### src/core/cca_pkg.sv
/*
 package for the channel assessment and link quality unit: register map,
 field positions, reset values, timing counts, radio and frame buffer carriers.
 assumes a 10 MHz clock shared with the radio baseband logic.
*/
package cca_pkg;
   // register byte offsets
   localparam logic [3:0] CTRL_OFS   = 4'h0;
   localparam logic [3:0] THRES_OFS  = 4'h4;
   localparam logic [3:0] STATUS_OFS = 4'h8;
   localparam logic [3:0] LQI_OFS    = 4'hC;
   // field positions
   localparam int REQ_BIT  = 0;
   localparam int MODE_LSB = 1;
   localparam int HDD_BIT  = 3;
   localparam int DONE_BIT = 0;
   localparam int IDLE_BIT = 1;
   localparam int ST_LSB   = 2;
   localparam int BUSY_BIT = 4;
   localparam int THRES_W  = 4;
   // reset values
   localparam logic [1:0]         MODE_RST  = 2'h1;
   localparam logic [THRES_W-1:0] THRES_RST = 4'h7;
   localparam logic [7:0]         LQI_RST   = 8'h00;
   // timing
   localparam int CLK_MHZ      = 10;
   localparam int RESULT_US    = 140;
   localparam int SYMBOL_US    = 16;
   localparam int MEAS_SYMBOLS = 8;
   localparam int RESULT_CYC   = RESULT_US * CLK_MHZ;
   localparam int MEAS_CYC     = SYMBOL_US * MEAS_SYMBOLS * CLK_MHZ;
   localparam int CNT_W        = 11;
   // link quality
   localparam logic [6:0] MIN_LQI_LEN = 7'h02;
   // assessment modes
   localparam logic [1:0] MODE_OR     = 2'h0;
   localparam logic [1:0] MODE_ENERGY = 2'h1;
   localparam logic [1:0] MODE_CARR   = 2'h2;
   localparam logic [1:0] MODE_AND    = 2'h3;

   typedef enum logic [1:0] {RX_OFF, RX_LISTEN, RX_BUSY} rx_state_e;

   typedef struct packed {
      rx_state_e  state;
      logic       carrier;
      logic [7:0] energy;
      logic       shr;
      logic       frame_end;
      logic       corr_valid;
      logic [7:0] corr;
      logic [6:0] psdu_len;
   } radio_s;

   typedef struct packed {
      logic       we;
      logic [7:0] data;
   } fb_wr_s;
endpackage

### src/core/cca_lqi_unit.sv
/*
 clear channel assessment and link quality unit with a classic wishbone slave.
 assumes radio status strobes come from baseband logic on mclk, and that the
 frame buffer accepts one appended byte per frame end.
*/
// Our own choices: the register addresses and register access over Wishbone.
`timescale 1ns/100ps
`default_nettype none
module cca_lqi_unit
   import cca_pkg::*;
(
   // clock and reset
   input  wire logic        mclk,
   input  wire logic        rst_n,
   // wishbone slave
   input  wire logic        wb_cyc_i,
   input  wire logic        wb_stb_i,
   input  wire logic        wb_we_i,
   input  wire logic [3:0]  wb_adr_i,
   input  wire logic [3:0]  wb_sel_i,
   input  wire logic [31:0] wb_dat_i,
   output logic [31:0]      wb_dat_o,
   output logic             wb_ack_o,
   // radio baseband
   input  wire radio_s      radio,
   output logic             header_detect_disable,
   // events and frame buffer
   output logic             measurement_done_irq,
   output fb_wr_s           fb_wr
);
   typedef enum logic [1:0] {S_IDLE, S_START, S_LISTEN, S_WAIT} cca_st_e;

   cca_st_e            st_reg;
   logic [1:0]         mode_reg;
   logic [THRES_W-1:0] thres_reg;
   logic               done_reg;
   logic               idle_reg;
   logic [CNT_W-1:0]   cnt_reg;
   logic               seen_busy_reg;
   logic               ed_active_reg;
   logic               ed_used_reg;
   logic               ed_fin_reg;
   logic [CNT_W-1:0]   ed_cnt_reg;
   logic [7:0]         ed_peak_reg;
   logic [7:0]         lqi_reg;
   logic               lqi_valid;
   logic [7:0]         lqi_val;

   // bus decode
   wire        wb_req    = wb_cyc_i & wb_stb_i & ~wb_ack_o;
   wire        wr_hit    = wb_req & wb_we_i & wb_sel_i[0];
   wire        ctrl_wr   = wr_hit && wb_adr_i == CTRL_OFS;
   wire        thres_wr  = wr_hit && wb_adr_i == THRES_OFS;
   wire        req_pulse = ctrl_wr & wb_dat_i[REQ_BIT];
   wire [31:0] status_rd = {27'h0, st_reg != S_IDLE, radio.state, idle_reg, done_reg};
   wire [31:0] rd_data   = wb_adr_i == CTRL_OFS   ? {28'h0, header_detect_disable,
                                                     mode_reg, 1'b0} :
                           wb_adr_i == THRES_OFS  ? {28'h0, thres_reg} :
                           wb_adr_i == STATUS_OFS ? status_rd :
                           wb_adr_i == LQI_OFS    ? {24'h0, lqi_reg} : 32'h0;

   // channel decision per mode
   wire [7:0] thres_lvl = {3'h0, thres_reg, 1'b0};
   wire       use_ed    = radio.state == RX_BUSY && st_reg != S_LISTEN;
   wire [7:0] energy    = use_ed ? ed_peak_reg : radio.energy;
   wire       en_busy   = energy > thres_lvl;
   wire       cs_busy   = radio.carrier;
   wire       chan_busy = mode_reg == MODE_ENERGY ? en_busy :
                          mode_reg == MODE_CARR   ? cs_busy :
                          mode_reg == MODE_AND    ? en_busy & cs_busy :
                                                    en_busy | cs_busy;

   // sequencing decisions
   wire listening  = radio.state == RX_LISTEN || header_detect_disable;
   wire in_rx      = radio.state != RX_OFF;
   wire no_wait    = mode_reg == MODE_CARR || !ed_active_reg;
   wire meas_win   = cnt_reg < CNT_W'(MEAS_CYC);
   wire listen_end = st_reg == S_LISTEN && cnt_reg == CNT_W'(RESULT_CYC - 1);
   wire busy_end   = (st_reg == S_START && in_rx && !listening && no_wait) ||
                     (st_reg == S_WAIT && !ed_active_reg);
   wire void_end   = st_reg == S_START && !in_rx;
   wire finish     = listen_end | busy_end | void_end;
   wire found_busy = (st_reg == S_LISTEN ? seen_busy_reg : 1'b0) |
                     (busy_end & chan_busy);
   wire ed_start   = radio.shr & ~ed_used_reg & ~ed_active_reg;
   wire ed_last    = ed_active_reg && ed_cnt_reg == CNT_W'(MEAS_CYC - 1);

   // wishbone answer, one cycle after the strobe
   always_ff @(posedge mclk or negedge rst_n) begin
      if (!rst_n) begin
         wb_ack_o <= 1'b0;
         wb_dat_o <= 32'h0;
      end else begin
         wb_ack_o <= wb_req;
         if (wb_req)
            wb_dat_o <= wb_we_i ? 32'h0 : rd_data;
      end
   end

   // software controlled configuration
   always_ff @(posedge mclk or negedge rst_n) begin
      if (!rst_n) begin
         mode_reg              <= MODE_RST;
         thres_reg             <= THRES_RST;
         header_detect_disable <= 1'b0;
      end else begin
         if (ctrl_wr) begin
            mode_reg              <= wb_dat_i[MODE_LSB +: 2];
            header_detect_disable <= wb_dat_i[HDD_BIT];
         end
         if (thres_wr)
            thres_reg <= wb_dat_i[THRES_W-1:0];
      end
   end

   // assessment sequencer
   always_ff @(posedge mclk or negedge rst_n) begin
      if (!rst_n) begin
         st_reg        <= S_IDLE;
         cnt_reg       <= '0;
         seen_busy_reg <= 1'b0;
      end else if (req_pulse) begin
         st_reg        <= S_START;
         cnt_reg       <= '0;
         seen_busy_reg <= 1'b0;
      end else begin
         unique case (st_reg)
            S_IDLE: st_reg <= S_IDLE;
            S_START: begin
               if (!in_rx || busy_end)
                  st_reg <= S_IDLE;
               else if (listening)
                  st_reg <= S_LISTEN;
               else
                  st_reg <= S_WAIT;
            end
            S_LISTEN: begin
               cnt_reg <= cnt_reg + CNT_W'(1);
               if (meas_win && chan_busy)
                  seen_busy_reg <= 1'b1;
               if (listen_end)
                  st_reg <= S_IDLE;
            end
            S_WAIT: if (busy_end) st_reg <= S_IDLE;
         endcase
      end
   end

   // result flags, completion wins over a clearing request
   always_ff @(posedge mclk or negedge rst_n) begin
      if (!rst_n) begin
         done_reg             <= 1'b0;
         idle_reg             <= 1'b0;
         measurement_done_irq <= 1'b0;
      end else begin
         measurement_done_irq <= finish;
         if (finish) begin
            done_reg <= 1'b1;
            idle_reg <= !void_end && !found_busy;
         end else if (req_pulse) begin
            done_reg <= 1'b0;
            idle_reg <= 1'b0;
         end
      end
   end

   // automated energy measurement, once per frame
   always_ff @(posedge mclk or negedge rst_n) begin
      if (!rst_n) begin
         ed_active_reg <= 1'b0;
         ed_used_reg   <= 1'b0;
         ed_fin_reg    <= 1'b0;
         ed_cnt_reg    <= '0;
         ed_peak_reg   <= 8'h00;
      end else begin
         if (ed_start) begin
            ed_active_reg <= 1'b1;
            ed_used_reg   <= 1'b1;
            ed_fin_reg    <= 1'b0;
            ed_cnt_reg    <= '0;
            ed_peak_reg   <= radio.energy;
         end else if (ed_active_reg) begin
            ed_cnt_reg <= ed_cnt_reg + CNT_W'(1);
            if (radio.energy > ed_peak_reg)
               ed_peak_reg <= radio.energy;
            if (ed_last) begin
               ed_active_reg <= 1'b0;
               ed_fin_reg    <= 1'b1;
            end
         end
         if (radio.frame_end) begin
            ed_used_reg <= 1'b0;
            ed_fin_reg  <= 1'b0;
         end
      end
   end

   // link quality estimate of the current frame
   lqi_calc #(
      .SHIFT      (3)
   ) u_lqi (
      .mclk       (mclk),
      .rst_n      (rst_n),
      .start      (radio.shr),
      .corr_valid (radio.corr_valid),
      .corr       (radio.corr),
      .frame_end  (radio.frame_end),
      .psdu_len   (radio.psdu_len),
      .lqi_valid  (lqi_valid),
      .lqi        (lqi_val)
   );

   // append link quality byte behind the frame
   always_ff @(posedge mclk or negedge rst_n) begin
      if (!rst_n) begin
         fb_wr   <= '0;
         lqi_reg <= LQI_RST;
      end else begin
         fb_wr.we   <= lqi_valid;
         fb_wr.data <= lqi_val;
         if (lqi_valid)
            lqi_reg <= lqi_val;
      end
   end

   // checks on the sequencer, flags, energy measurement, appended byte and bus ack
   a_req_clears_flags: assert property (@(posedge mclk) disable iff (!rst_n)
      req_pulse && !finish |=> !done_reg && !idle_reg)
      else $error("request did not clear flags");

   a_done_with_irq: assert property (@(posedge mclk) disable iff (!rst_n)
      measurement_done_irq |-> done_reg && $past(st_reg) != S_IDLE)
      else $error("interrupt without done flag");

   a_void_request: assert property (@(posedge mclk) disable iff (!rst_n)
      req_pulse && radio.state == RX_OFF ##1 radio.state == RX_OFF && !req_pulse
      |=> measurement_done_irq && done_reg && !idle_reg)
      else $error("request outside receive gave no done");

   a_listen_time: assert property (@(posedge mclk) disable iff (!rst_n)
      $rose(done_reg) && $past(st_reg) == S_LISTEN
      |-> $past(cnt_reg) == CNT_W'(RESULT_CYC - 1))
      else $error("listening result not at 140 us");

   a_ed_wait_hold: assert property (@(posedge mclk) disable iff (!rst_n)
      st_reg == S_WAIT && ed_active_reg && !ed_last && !req_pulse
      |=> !measurement_done_irq)
      else $error("result given during energy measurement");

   a_mode2_now: assert property (@(posedge mclk) disable iff (!rst_n)
      st_reg == S_START && !req_pulse && radio.state == RX_BUSY &&
      !header_detect_disable && mode_reg == MODE_CARR |=> measurement_done_irq)
      else $error("mode 2 result not immediate");

   a_ed_once_frame: assert property (@(posedge mclk) disable iff (!rst_n)
      $rose(ed_active_reg) |-> !$past(ed_used_reg))
      else $error("second energy measurement in frame");

   a_ed_length: assert property (@(posedge mclk) disable iff (!rst_n)
      $fell(ed_active_reg) |-> $past(ed_cnt_reg) == CNT_W'(MEAS_CYC - 1))
      else $error("energy measurement length wrong");

   a_busy_no_idle: assert property (@(posedge mclk) disable iff (!rst_n)
      finish && found_busy |=> done_reg && !idle_reg)
      else $error("busy channel reported idle");

   a_lqi_append: assert property (@(posedge mclk) disable iff (!rst_n)
      radio.frame_end |-> ##2 fb_wr.we)
      else $error("link quality byte not appended");

   a_ack_single: assert property (@(posedge mclk) disable iff (!rst_n)
      wb_ack_o |=> !wb_ack_o)
      else $error("ack held longer than one cycle");

   // main scenarios
   c_listen_done: cover property (@(posedge mclk) disable iff (!rst_n)
      listen_end && !found_busy);
   c_wait_ed: cover property (@(posedge mclk) disable iff (!rst_n)
      st_reg == S_WAIT && busy_end);
   c_void_req: cover property (@(posedge mclk) disable iff (!rst_n)
      void_end);
   c_lqi_frame: cover property (@(posedge mclk) disable iff (!rst_n)
      lqi_valid && lqi_val != 8'h00);
endmodule // cca_lqi_unit
`default_nettype wire

### src/core/lqi_calc.sv
/*
 link quality estimator: running average of per symbol correlation values.
 assumes correlation strobes on the same clock, cleared by each sync header.
*/
`timescale 1ns/100ps
`default_nettype none
module lqi_calc
   import cca_pkg::*;
#(
   parameter int SHIFT = 3
) (
   // clock and reset
   input  wire logic       mclk,
   input  wire logic       rst_n,
   // frame events
   input  wire logic       start,
   input  wire logic       corr_valid,
   input  wire logic [7:0] corr,
   input  wire logic       frame_end,
   input  wire logic [6:0] psdu_len,
   // result
   output logic            lqi_valid,
   output logic [7:0]      lqi
);
   logic [7:0] avg_reg;
   logic [1:0] nsym_reg;
   logic [8:0] diff;
   logic [7:0] avg_next;
   logic       enough;

   // exponential average, stays within 0..255 by construction
   assign diff     = {1'b0, corr} - {1'b0, avg_reg};
   assign avg_next = nsym_reg == 2'h0 ? corr :
                     avg_reg + 8'(signed'(diff) >>> SHIFT);
   assign enough   = psdu_len >= MIN_LQI_LEN && nsym_reg == 2'h2;

   // accumulate over the symbols of one frame
   always_ff @(posedge mclk or negedge rst_n) begin
      if (!rst_n) begin
         avg_reg   <= 8'h00;
         nsym_reg  <= 2'h0;
         lqi_valid <= 1'b0;
         lqi       <= LQI_RST;
      end else begin
         lqi_valid <= frame_end;
         if (frame_end)
            lqi <= enough ? avg_reg : 8'h00;
         if (start) begin
            avg_reg  <= 8'h00;
            nsym_reg <= 2'h0;
         end else if (corr_valid) begin
            avg_reg <= avg_next;
            if (nsym_reg != 2'h2)
               nsym_reg <= nsym_reg + 2'h1;
         end
      end
   end
endmodule // lqi_calc
`default_nettype wire

### config.mk
export PLATFORM = sky130hd
export DESIGN_NAME = cca_lqi_unit
export DESIGN_NICKNAME = d
export VERILOG_FILES = /design/src/core/cca_pkg.sv /design/src/core/cca_lqi_unit.sv /design/src/core/lqi_calc.sv
export SDC_FILE = /design/constraint.sdc
export NUM_CORES = 1
export LEC_CHECK = 0
export BUFFER_PORTS_ARGS = -buffer_cell sky130_fd_sc_hd__buf_2
export CORE_ASPECT_RATIO = 0.6
export CORE_MARGIN = 3
export CORE_UTILIZATION = 55
export CTS_CLUSTER_SIZE = 28
export DETAILED_ROUTE_END_ITERATION = 7
export PLACE_DENSITY = 0.8
export SLEW_MARGIN = 10
export SYNTH_ARGS = -nofsm -noshare
export SYNTH_HDL_FRONTEND = slang
export SYNTH_SLANG_ARGS = --single-unit
export TNS_END_PERCENT = 20
### constraint.sdc
create_clock -name mclk -period 7.9 [get_ports mclk]
set_input_delay 1.185 -clock mclk [delete_from_list [all_inputs] [get_ports mclk]]
set_output_delay 1.185 -clock mclk [all_outputs]
set_load 0.01 [all_outputs]
==> flow_summary.toml <==
[hold_path]
hold_depth = 0
hold_end = "fb_wr[6]"
min-delay-start = "u_lqi.lqi[6]"
hp-class = "flop to flop"

[clock_network]
ctsLongestPathBuffers = 2
numClockSinks = 90
cts_htree_levels = 3
cts_tree = "done"
clkTransAtPathRegs_ns = 0.06
cts-root-buf = "clkbuf_16"
cts_setup_buffers = 0
cts_resized = 0
cts_buffers = 9
hold_buffers = 0
clock_latency_ns = 0.33

[final_layout]
antenna-diode-count = 0
fillers = 716
finalNonFillerCells = 733
fin_nets = 707
seq_area_mm2 = 0.002257
drive_gt1_share_pct = 17.30
area_growth_pct = 11.47
multiInputGateArea_mm2 = 0.002625

[route]
ant_nets = 0
wl_per_cell_um = 16.14
vias_per_cell = 5.683
dr.pass1.iters = 4
finalWirelength_um = 11830
dr_total_vias = 4166
drc = 0
drt_iter0_markers = 344

[global_routing]
track_usage_pct = 23.20
first_global_vias = 4098
grt_max_degree = 91
grt_overflow = 0
grt_pass1_wl_um = 19910
antenna_found_initial = 0

[synth]
synth_top_cells_by_count = "86 x dfrtp_1, 50 x nand2_1, 39 x o21ai_0, 37 x inv_1, 33 x a21oi_1"
yosysMostFrequentCell = "dfrtp_1"
synth_largest_area_cell = "dfrtp_1"
synthFlopType = "dfrtp_1"
synth-edff-count = 0
syn_avg_cell_area_um2 = 9.446
postSynthCellCount = 551
post-synth-top-area-fraction_pct = 41.35
synth_area_mm2 = 0.005205
yosysWarnings = 0
ys_seq_elements = 90
synth-async-reset-ratio_pct = 100.0
synth.area.top_cells = "dfrtp_1 41%, ha_1 7.2%, o21ai_0 3.8%, buf_4 3.8%, nand2_1 3.6%"
yosysSeqAreaShare_pct = 43.37
synth_cell_types = 58

[pwr]
worst_ir_drop_vdd_mv = 0.1324
power_leakage_uw = 0.002774
power.total_uw = 1518
power.density_mw_per_mm2 = 261.7

[placed_design]
dp_cells = 717
hpwl_um = 8725
port_buffers = 61
gp_congestion = 0.8861

[sta]
fmax_ghz = 0.2472
finClkSkew_ns = 0.005547
setup_violations = 0
hold_viol = 0
rsz0062_at_grt = "no"
relSlewSlack_pct = 26.45
finalCritPeriodShare_pct = 51.20
whs_ns = 0.4021
period_needed_ns = 4.045
finalSetupTns_ns = 0
worst_pin_slew_ns = 1.103
maxSlewViolCount = 0

[worst_setup_path]
timing.rr.end = "u_lqi.avg_reg[7]"
r2r-start = "u_lqi.avg_reg[1]"
worstSetupPathType = "input pin to flop"
cp-start-kind = "input pin"
worstRegToRegCells = 14
cp_max_fo = 5
critPathRequiredTime_ns = 8.17
cp-end-kind = "flop"
rrSetupSlack_ns = 4.28
arrival_ns = 4.31

[die]
die_w_um = 131.6
io_pins = 118
std_cell_rows = 26
die_area_mm2 = 0.01071
die_y_um = 81.36
core_mm2 = 0.008848
initial_core_util_pct = 58.82

[job]
cap_violations = 0

[status]
outcome = "completed"
==> per-layer routing <==
metal	vias up	global-route usage, %	routed length, um
met5	-	0	0
met4	0	5.136	100
met3	11	5.941	831
met2	135	37.31	5422
met1	2008	32.15	5473
li1	2012	-	-
==> power breakdown <==
group | total (uW) | switching (uW) | internal, uW
Combinational | 462 | 268 | 194
Clock | 439 | 176 | 263
Sequential | 617 | 73.7 | 544
Total | 1520 | 518 | 1000
==> how the worst max path moves through the flow <==
stage / start / end / cells past startpoint
floorplan: radio[8] / u_lqi.avg_reg[7] / 13
global placement: radio[8] / u_lqi.avg_reg[7] / 14
detailed placement: radio[8] / u_lqi.avg_reg[7] / 14
CTS: radio[8] / u_lqi.avg_reg[7] / 14
global route: radio[8] / u_lqi.avg_reg[7] / 14
finish: radio[8] / u_lqi.avg_reg[7] / 14
==> cell type report <==
| cell class | count | area share [%] |
|---|---|---|
| inverter | 37 | 2.394 |
| multi-input combinational | 403 | 45.24 |
| clock buffer | 11 | 4.356 |
| sequential | 90 | 38.90 |
| tap | 126 | 2.717 |
| clock inverter | 5 | 1.078 |
| timing repair buffer | 61 | 5.305 |
==> layout by cell type, fill, tap and decap left out, types with 14 or more instances in the layout <==
| cell type | Yosys | routed |
|---|---|---|
| a21oi_1 | 33 | 33 |
| buf_2 | 0 | 60 |
| conb_1 | 1 | 24 |
| dfrtp_1 | 86 | 86 |
| ha_1 | 30 | 30 |
| inv_1 | 37 | 37 |
| mux2_2 | 14 | 14 |
| nand2_1 | 50 | 50 |
| nand3_1 | 19 | 19 |
| nand4_1 | 19 | 19 |
| nor2_1 | 30 | 30 |
| o21ai_0 | 39 | 39 |
==> worst max-delay path, cell delays in order <==
cell and delay (ns):
buf_2 0.11, ha_1 0.30, a2111o_1 0.41, a31oi_1 0.32, o21bai_1 0.14, a21oi_1 0.19, xnor2_1 0.09, ha_1 0.37
nand3_1 0.13, o2111ai_1 0.24, o211a_1 0.21, nand4_1 0.11, a2111oi_0 0.35, nand3b_1 0.16
==> per-stage QoR <==
step | area, um^2 | utilization (%) | worst slack, ns
6_report | 5802 | 65.57 | 3.855
2_1_floorplan | 5291 | - | 3.997
3_5_place_dp | 5487 | 62.01 | 3.549
3_3_place_gp | 5487 | 62.01 | 3.672
5_1_grt | 5802 | 65.57 | 3.613
4_1_cts | 5802 | 65.57 | 3.870
==> logic make-up (layout without fill, tap and decap cells) <==
logic type                 count (synthesis)  in the layout  synth area share, %
DFF                                       90             90                43.37
buffers and inverters                     81            114                7.861
xor gates and xnor gates                  18             18                3.029
and+or+nand+nor                          174            174                17.04
muxes                                     26             26                5.337
adders and majority gates                 31             31                7.596
AOI/OAI and AO/OA                        130            130                15.70
other                                      1             24              0.07205
(Power assumes the default switching activity.)
